### src/inc/cio_pkg.sv
// Package for the configurable I/O port block: sizes, port indices, selects and carriers
package cio_pkg;
  localparam int NUM_PORTS = 7;
  localparam int PORT_W = 8;
  localparam int CAP_PORTS = 3;
  localparam int ADDR_W = 16;
  localparam int REG_SEL_W = 2;
  localparam int PORT_SEL_W = 3;
  localparam int RD_SEL_W = 3;

  // Port indices
  localparam logic [PORT_SEL_W-1:0] PORT_A = 3'h0;
  localparam logic [PORT_SEL_W-1:0] PORT_E = 3'h4;
  localparam logic [PORT_SEL_W-1:0] PORT_F = 3'h5;
  localparam logic [PORT_SEL_W-1:0] PORT_G = 3'h6;
  localparam logic [PORT_SEL_W-1:0] FIRST_CTRL_PORT = PORT_E;

  // Writable register kinds within the io register space
  localparam logic [REG_SEL_W-1:0] REG_DATA_OUT = 2'h0;
  localparam logic [REG_SEL_W-1:0] REG_DIR = 2'h1;
  localparam logic [REG_SEL_W-1:0] REG_CTRL = 2'h2;

  localparam logic [PORT_W-1:0] PCR_RESET = 8'h00;
  localparam logic [PORT_W-1:0] ALL_ONES = 8'hff;

  // Readback sources
  typedef enum logic [RD_SEL_W-1:0] {
    CIO_RD_DOUT = 3'h0,
    CIO_RD_CELL = 3'h1,
    CIO_RD_DIR = 3'h2,
    CIO_RD_CTRL = 3'h3,
    CIO_RD_PIN = 3'h4,
    CIO_RD_CAP = 3'h5
  } cio_rd_e;

  // Input capture cell modes
  typedef enum logic [1:0] {
    CIO_CAP_DIRECT = 2'h0,
    CIO_CAP_LATCH = 2'h1,
    CIO_CAP_REG = 2'h2
  } cio_cap_e;

  // Fixed per-pin configuration from programming
  typedef struct packed {
    logic [PORT_W-1:0] logic_out;
    logic [PORT_W-1:0] oe_defined;
    logic [PORT_W-1:0] chip_sel;
    logic g_high_byte;
  } cio_cfg_s;

  // Host write request
  typedef struct packed {
    logic wr;
    logic [PORT_SEL_W-1:0] port;
    logic [REG_SEL_W-1:0] kind;
    logic [PORT_W-1:0] data;
  } cio_wr_s;
endpackage

### src/rtl/cio_port_block.sv
// Configurable I/O port block: seven ports with muxes, drivers, readback and capture
// Function
// - Seven ports, each pin configured separately; one function per pin.
// - Output mux chooses data-out, latched address, cell output or chip select.
// - Readback buffer presents exactly one source at a time to the host.
// - Readback sources: data-out, cells, direction, control, pin input.
// - Driver enable is logic output enable OR direction bit.
// - Without defined output enable and logic output, direction bit alone drives.
// - First three ports capture as latch, register or direct, strobe or term clocked.
// - Capture outputs feed the logic input bus and are readable by host.
// - Programmed modes fixed; other modes changeable at run time.
// - Control bit 0 gives microcontroller I/O mode on control ports.
// - I/O mode: output driven from data-out, input read via data-in.
// - First four ports lack control registers, default to microcontroller I/O.
// - Logic output tri-stated by product term or cleared direction bit.
// - Address output needs output enable, or direction and control bits set.
// - Address output: fifth, sixth ports low byte; seventh low or high.
// - Control 1 selects address output; all configuration resets to zero.
`timescale 1ns/1ps
module cio_port_block (
  input wire logic sys_clk,
  input wire logic sys_rst,
  input wire cio_pkg::cio_wr_s host_wr,
  input wire logic [cio_pkg::PORT_SEL_W-1:0] rd_port,
  input wire cio_pkg::cio_rd_e rd_sel,
  input wire logic [cio_pkg::ADDR_W-1:0] host_addr,
  input wire logic address_strobe_input,
  input wire cio_pkg::cio_cfg_s [cio_pkg::NUM_PORTS-1:0] cfg,
  input wire logic [cio_pkg::NUM_PORTS*cio_pkg::PORT_W-1:0] cell_out,
  input wire logic [cio_pkg::NUM_PORTS*cio_pkg::PORT_W-1:0] cell_oe,
  input wire logic [cio_pkg::NUM_PORTS*cio_pkg::PORT_W-1:0] ext_cs,
  input wire logic [cio_pkg::CAP_PORTS*cio_pkg::PORT_W*2-1:0] cap_mode,
  input wire logic [cio_pkg::CAP_PORTS*cio_pkg::PORT_W-1:0] cap_use_term,
  input wire logic [cio_pkg::CAP_PORTS*cio_pkg::PORT_W-1:0] cap_term_clk,
  input wire logic [cio_pkg::NUM_PORTS*cio_pkg::PORT_W-1:0] pin_in,
  output logic [cio_pkg::NUM_PORTS*cio_pkg::PORT_W-1:0] pin_out,
  output logic [cio_pkg::NUM_PORTS*cio_pkg::PORT_W-1:0] pin_oe,
  output logic [cio_pkg::CAP_PORTS*cio_pkg::PORT_W-1:0] logic_in_bus,
  output logic [cio_pkg::PORT_W-1:0] port_readback_buffer
);
  localparam int W = cio_pkg::PORT_W;
  localparam int N = cio_pkg::NUM_PORTS;

  logic [N*W-1:0] dout_r;
  logic [N*W-1:0] dout_nxt;
  logic [N*W-1:0] dir_r;
  logic [N*W-1:0] dir_nxt;
  logic [N*W-1:0] ctrl_r;
  logic [N*W-1:0] ctrl_nxt;
  logic [N*W-1:0] pin_out_r;
  logic [N*W-1:0] pin_out_nxt;
  logic [N*W-1:0] pin_oe_r;
  logic [N*W-1:0] pin_oe_nxt;
  logic [cio_pkg::CAP_PORTS*W-1:0] cap_out;
  logic [cio_pkg::CAP_PORTS*W-1:0] cap_r;
  logic [W-1:0] rb_r;
  logic [W-1:0] rb_nxt;
  logic [cio_pkg::ADDR_W-1:0] addr_latch_r;
  logic [cio_pkg::ADDR_W-1:0] addr_latch_nxt;

  // Host register writes, one bit per pin
  always_comb begin
    dout_nxt = dout_r;
    dir_nxt = dir_r;
    ctrl_nxt = ctrl_r;
    if (host_wr.wr && 32'(host_wr.port) < N) begin
      unique case (host_wr.kind)
        cio_pkg::REG_DATA_OUT: dout_nxt[host_wr.port*W +: W] = host_wr.data;
        cio_pkg::REG_DIR: dir_nxt[host_wr.port*W +: W] = host_wr.data;
        cio_pkg::REG_CTRL: begin
          // Ports without a control register ignore the write
          if (host_wr.port >= cio_pkg::FIRST_CTRL_PORT) begin
            ctrl_nxt[host_wr.port*W +: W] = host_wr.data;
          end
        end
        default: ;
      endcase
    end
  end

  // Address latched while the strobe is high
  always_comb begin
    addr_latch_nxt = address_strobe_input ? host_addr : addr_latch_r;
  end

  // Per-pin output multiplexer and driver enable
  genvar p, b;
  generate
    for (p = 0; p < N; p++) begin : g_port
      for (b = 0; b < W; b++) begin : g_pin
        localparam int K = p*W + b;
        logic is_logic;
        logic addr_mode;
        logic addr_bit;
        always_comb begin
          is_logic = cfg[p].logic_out[b];
          addr_mode = (p >= 32'(cio_pkg::FIRST_CTRL_PORT)) && ctrl_r[K];
          if (p == 32'(cio_pkg::PORT_G) && cfg[p].g_high_byte) begin
            addr_bit = addr_latch_r[W + b];
          end else begin
            addr_bit = addr_latch_r[b];
          end
          // Programmed functions take the pin first, then run-time modes
          if (cfg[p].chip_sel[b]) begin
            pin_out_nxt[K] = ext_cs[K];
          end else if (is_logic) begin
            pin_out_nxt[K] = cell_out[K];
          end else if (addr_mode) begin
            pin_out_nxt[K] = addr_bit;
          end else begin
            pin_out_nxt[K] = dout_r[K];
          end
          if (cfg[p].oe_defined[b] || is_logic || cfg[p].chip_sel[b]) begin
            // Cleared direction bit gates a logic output only without a term
            if (cfg[p].oe_defined[b]) begin
              pin_oe_nxt[K] = cell_oe[K] | dir_r[K];
            end else begin
              pin_oe_nxt[K] = dir_r[K];
            end
          end else begin
            pin_oe_nxt[K] = dir_r[K];
          end
        end
      end
    end
  endgenerate

  // Capture cells on the first three ports
  generate
    for (p = 0; p < cio_pkg::CAP_PORTS; p++) begin : g_cap
      cio_capture_cell u_cap (
        .sys_clk(sys_clk),
        .sys_rst(sys_rst),
        .pin_in(pin_in[p*W +: W]),
        .mode(cap_mode[p*2*W +: 2*W]),
        .use_term(cap_use_term[p*W +: W]),
        .strobe(address_strobe_input),
        .term_clk(cap_term_clk[p*W +: W]),
        .cap_out(cap_out[p*W +: W])
      );
    end
  endgenerate

  // Single-source readback mux
  always_comb begin
    rb_nxt = '0;
    if (32'(rd_port) < N) begin
      unique case (rd_sel)
        cio_pkg::CIO_RD_DOUT: rb_nxt = dout_r[rd_port*W +: W];
        cio_pkg::CIO_RD_CELL: rb_nxt = cell_out[rd_port*W +: W];
        cio_pkg::CIO_RD_DIR: rb_nxt = dir_r[rd_port*W +: W];
        cio_pkg::CIO_RD_CTRL: begin
          if (rd_port >= cio_pkg::FIRST_CTRL_PORT) begin
            rb_nxt = ctrl_r[rd_port*W +: W];
          end
        end
        cio_pkg::CIO_RD_PIN: rb_nxt = pin_in[rd_port*W +: W];
        cio_pkg::CIO_RD_CAP: begin
          if (32'(rd_port) < cio_pkg::CAP_PORTS) begin
            rb_nxt = cap_out[rd_port*W +: W];
          end
        end
        default: rb_nxt = '0;
      endcase
    end
  end

  always_ff @(posedge sys_clk) begin
    if (sys_rst) begin
      dout_r <= '0;
      dir_r <= {N{cio_pkg::PCR_RESET}};
      ctrl_r <= {N{cio_pkg::PCR_RESET}};
      pin_out_r <= '0;
      pin_oe_r <= '0;
      cap_r <= '0;
      rb_r <= '0;
      addr_latch_r <= '0;
    end else begin
      dout_r <= dout_nxt;
      dir_r <= dir_nxt;
      ctrl_r <= ctrl_nxt;
      pin_out_r <= pin_out_nxt;
      pin_oe_r <= pin_oe_nxt;
      cap_r <= cap_out;
      rb_r <= rb_nxt;
      addr_latch_r <= addr_latch_nxt;
    end
  end

  assign pin_out = pin_out_r;
  assign pin_oe = pin_oe_r;
  assign logic_in_bus = cap_r;
  assign port_readback_buffer = rb_r;
endmodule

### src/rtl/cio_capture_cell.sv
// Input capture cells for one port: latch, edge register or pass-through
`timescale 1ns/1ps
module cio_capture_cell (
  input wire logic sys_clk,
  input wire logic sys_rst,
  input wire logic [cio_pkg::PORT_W-1:0] pin_in,
  input wire logic [cio_pkg::PORT_W*2-1:0] mode,
  input wire logic [cio_pkg::PORT_W-1:0] use_term,
  input wire logic strobe,
  input wire logic [cio_pkg::PORT_W-1:0] term_clk,
  output logic [cio_pkg::PORT_W-1:0] cap_out
);
  logic [cio_pkg::PORT_W-1:0] hold_r;
  logic [cio_pkg::PORT_W-1:0] hold_nxt;
  logic [cio_pkg::PORT_W-1:0] prev_r;
  logic [cio_pkg::PORT_W-1:0] prev_nxt;

  genvar i;
  generate
    for (i = 0; i < cio_pkg::PORT_W; i++) begin : g_bit
      logic en;
      logic rise;
      cio_pkg::cio_cap_e m;
      assign m = cio_pkg::cio_cap_e'(mode[2*i+1:2*i]);
      assign en = use_term[i] ? term_clk[i] : strobe;
      assign rise = en & ~prev_r[i];
      always_comb begin
        prev_nxt[i] = en;
        hold_nxt[i] = hold_r[i];
        unique case (m)
          cio_pkg::CIO_CAP_LATCH: if (en) hold_nxt[i] = pin_in[i];
          cio_pkg::CIO_CAP_REG: if (rise) hold_nxt[i] = pin_in[i];
          default: hold_nxt[i] = pin_in[i];
        endcase
        // Latch is transparent while its gate is open
        if (m == cio_pkg::CIO_CAP_DIRECT || (m == cio_pkg::CIO_CAP_LATCH && en)) begin
          cap_out[i] = pin_in[i];
        end else begin
          cap_out[i] = hold_r[i];
        end
      end
    end
  endgenerate

  always_ff @(posedge sys_clk) begin
    if (sys_rst) begin
      hold_r <= '0;
      prev_r <= '0;
    end else begin
      hold_r <= hold_nxt;
      prev_r <= prev_nxt;
    end
  end
endmodule

### config.mk
export PLATFORM = sky130hd
export DESIGN_NAME = cio_port_block
export DESIGN_NICKNAME = d
export VERILOG_FILES = /design/src/inc/cio_pkg.sv /design/src/rtl/cio_port_block.sv /design/src/rtl/cio_capture_cell.sv
export SDC_FILE = /design/constraint.sdc
export NUM_CORES = 1
export LEC_CHECK = 0
export BUFFER_PORTS_ARGS = -buffer_cell sky130_fd_sc_hd__clkbuf_2
export CORE_AREA = 2 2 266 268
export CTS_CLUSTER_DIAMETER = 60
export DETAILED_ROUTE_END_ITERATION = 10
export DIE_AREA = 0 0 268 270
export SYNTH_ARGS = -nofsm -noshare
export SYNTH_HDL_FRONTEND = slang
export SYNTH_HIERARCHICAL = 1
export SYNTH_SLANG_ARGS = --single-unit
export TNS_END_PERCENT = 10
### constraint.sdc
create_clock -name sys_clk -period 2.83 [get_ports sys_clk]
set_input_delay 0.1415 -clock sys_clk [delete_from_list [all_inputs] [get_ports sys_clk]]
set_output_delay 0.1415 -clock sys_clk [all_outputs]
set_load 0.05 [all_outputs]
==> out/metrics.yaml <==
status: "finished, final reports clean"
drtPass1Iterations: 5
fin_ws_ns: 0.359
fin_crit_ns: 2.47
netlist_top_cells_area: "dfxtp_1 (41%), mux2i_1 (12%), a21oi_1 (8.1%), nor2_1 (7.7%), nor2b_1 (3.4%)"
clk_latency_ns: 0.61
max-slew-margin-rel_pct: 49.6
critPathMaxStageDelay_ns: 0.56
antenna_found_initial: 26
power_mw: 14.3
synth-edff-count: 0
avgSynthCellArea_sq_um: 8.55
netlist_instances: 1948
min_path_cells: 5
via_per_inst: 4.94
die_h_microns: 270
clock-sinks: 344
max_cap_violations: 0
drive_above_1_share_pct: 29.6
vias: 19400
finalSetupViolCount: 0
drt-initial-drc-count: 1520
start_util_pct: 23.9
final_util_pct: 37.8
criticalPathCategory: "input port to flop"
ys_seq_area_share_pct: 41.4
num_rows: 97
p_switching_mw: 4.17
pwr-share-clk_pct: 44.8
coreArea_sq_um: 69500
fin_area_sq_um: 26300
holdCritStartpoint: "host_wr[8]"
post_cts_buffers: 0
end_kind: "flop"
nNetsFinal: 3485
die-area_sq_um: 72400
cp_top_family: "buffers and inverters"
grt_max_degree: 144
synth_nets: 2485
portBuffers: 671
synth_ff_type: "dfxtp_1"
arrival_ns: 2.93
cts_buffers: 49
pwr-share-seq_pct: 35.8
yosysMostFrequentCell: "dfxtp_1"
die_w_microns: 268
synth_seq_cells: 344
dp_slack_ns: 0.242
power_frac_comb_pct: 19.4
tritoncts: "built"
regArea_sq_um: 6890
fillers: 7010
grt.overflow.total: 0
h-tree-depth: 2
tns_ns: 0
reg2reg_slack_ns: 0.71
p_per_area_nw_per_um2: 545
postCtsResizedCells: 0
worst_pin_slew_ns: 0.756
reg2reg_depth: 7
holdPathEnd: "dout_r[27]$_SDFFE_PP0P_"
grt_pass1_vias: 19000
synth.largest_area_cell: "dfxtp_1"
place_area_sq_um: 21200
cp.buffers_inverters: 4
synthArstFlopShare_pct: 0
num_io_pins: 678
rsz0062_at_grt: "false"
synth_top_area_share_pct: 41.4
grt_pass1_wl_mm: 130
slowest_stage: "dlygate4sd3_1"
crit-reg2reg-capture: "pin_out[46]$_SDFF_PP0_"
finalMaxSlewViolations: 0
synth_area_sq_um: 16600
reg2reg_from: "ctrl_r[46]$_SDFFE_PP0P_"
clockBufferDepth: 3
hold_ws_ns: 0.0474
finalCritPeriodShare_pct: 87.3
wl_per_cell_microns: 23.8
crit_fanout: 5
stdcell_count: 3935
switching_share_pct: 29.1
ant_nets: 0
cts_root_buffer: "clkbuf_16"
place_inst: 3492
synthToLayoutAreaGrowth_pct: 58.1
drc_errors: 0
leakagePower_nw: 11.4
gp_congestion: 0.927
hold_violations: 0
crit_chain: "dlygate4sd3_1 -> clkbuf_2 -> mux2i_1 -> dlygate4sd3_1 -> buf_4 -> a21oi_1 -> mux2_2 -> mux2i_1 -> o22ai_1 -> o2bb2ai_1 -> nor2_1 -> a211oi_1"
clock.fmax_ghz: 0.405
hold_buffers: 345
post-dp-hpwl_mm: 70.9
peakVddDrop_v: 0.000477
worst_setup_path_start_kind: "input port"
totalWireLength_mm: 93.7
synth_cell_types: 70
clkSlewWorstSetupHoldPaths_ns: 0.06
ys_warn_count: 6
grt.total_usage_pct: 24.8
worstHoldPathType: "input port to flop"
synthTopCellsByCount: "dfxtp_1 (344), nor2_1 (340), a21oi_1 (268)"
cp.required_ns: 3.29
p_int_mw: 10.2
skew_ns: 0.0256
multi_input_area_sq_um: 9200
==> worst register-to-register path: cells and delay by family, from the launching register on <==
| family | cells | cell delay, ns |
|---|---|---|
| DFF | 1 | 0.37 |
| AOI/OAI and AO/OA | 2 | 0.33 |
| muxes | 1 | 0.48 |
| and+or+nand+nor | 3 | 0.24 |
| buffers and inverters | 1 | 0.57 |
==> how the worst max path moves through the flow <==
stage / startpoint / to / slack (ns) / depth (start not counted)
finish: cap_term_clk[13] / port_readback_buffer[5]$_SDFF_PP0_ / 0.36 / 12
global route: address_strobe_input / port_readback_buffer[5]$_SDFF_PP0_ / 0.18 / 12
CTS: cap_term_clk[13] / port_readback_buffer[5]$_SDFF_PP0_ / 0.39 / 12
detailed placement: rd_sel[2] / port_readback_buffer[0]$_SDFF_PP0_ / 0.24 / 9
global placement: rd_sel[2] / port_readback_buffer[0]$_SDFF_PP0_ / 0.31 / 9
floorplan: host_wr[10] / dir_r[48]$_SDFFE_PP0P_ / 0.68 / 9
==> registers in the layout, indices dropped and copies added, names as in the netlist <==
name and cells:
dir_r 56, g_cap.u_cap/prev_r 24, pin_out 56, pin_oe 56, logic_in_bus 24, dout_r 56, port_readback_buffer 8, ctrl_r 24
addr_latch_r 16, g_cap.u_cap/hold_r 24
==> cell type report <==
cell class | instances | share of cell area (%)
Multi-Input combinational cell | 1458 | 34.9
Timing Repair Buffer | 1070 | 27.6
Sequential cell | 344 | 26.2
Clock buffer | 64 | 5.30
Tap cell | 940 | 4.47
Clock inverter | 25 | 1.08
Inverter | 25 | 0.357
Antenna cell | 9 | 0.0856
==> power groups by stage <==
stage	Clock (mW)	Combinational [mW]	Sequential [mW]
after global routing	6.76	2.96	5.14
final	6.42	2.78	5.13
after detailed placement	0	2.29	5.23
after floorplan	0	0.885	5.58
after global placement	0	2.28	5.23
after CTS	6.56	2.74	5.12
==> per-layer routing <==
layer  vias up  track usage, %  part of all wire, %
met3       220            7.56                  9.8
met4        32            9.67                  3.9
met2      1011            41.8                   47
met1      9137            29.3                   39
li1       9036               -                    -
met5         -               0                 0.20
==> layout by cell type, fill, tap and decap left out, types with 10 or more instances in the layout <==
cell,synthesis,final
o2bb2ai_1,18,18
a2111oi_2,17,17
clkinv_2,0,11
o211ai_1,15,15
a211oi_1,12,12
and3_1,11,11
inv_1,24,24
a22oi_1,47,47
nor2_1,340,340
dfxtp_1,344,344
a22o_1,13,13
and2_1,10,10
o21ai_0,59,59
clkbuf_16,0,51
o311a_1,17,17
nor3_1,27,24
a21oi_1,268,268
buf_4,0,51
mux2_2,32,32
nand2_1,97,97
dlygate4sd3_1,0,345
o22ai_1,13,13
nand3_1,42,42
clkbuf_2,0,670
mux2i_1,205,205
nor2b_1,91,89
==> logic make-up (layout without fill, tap and decap cells) <==
group / after synthesis / after routing / synth area share [%]
AND/OR/NAND/NOR: 663 / 663 / 18.1
AO/OA/AOI/OAI: 546 / 546 / 21.6
flip-flops: 344 / 344 / 41.4
multiplexers: 238 / 238 / 14.6
buffers and inverters: 146 / 1184 / 3.61
XOR/XNOR: 7 / 7 / 0.368
adder cells (fa/ha/maj): 4 / 4 / 0.293
other: 0 / 9 / 0
Power figures use the tool's default switching activity.
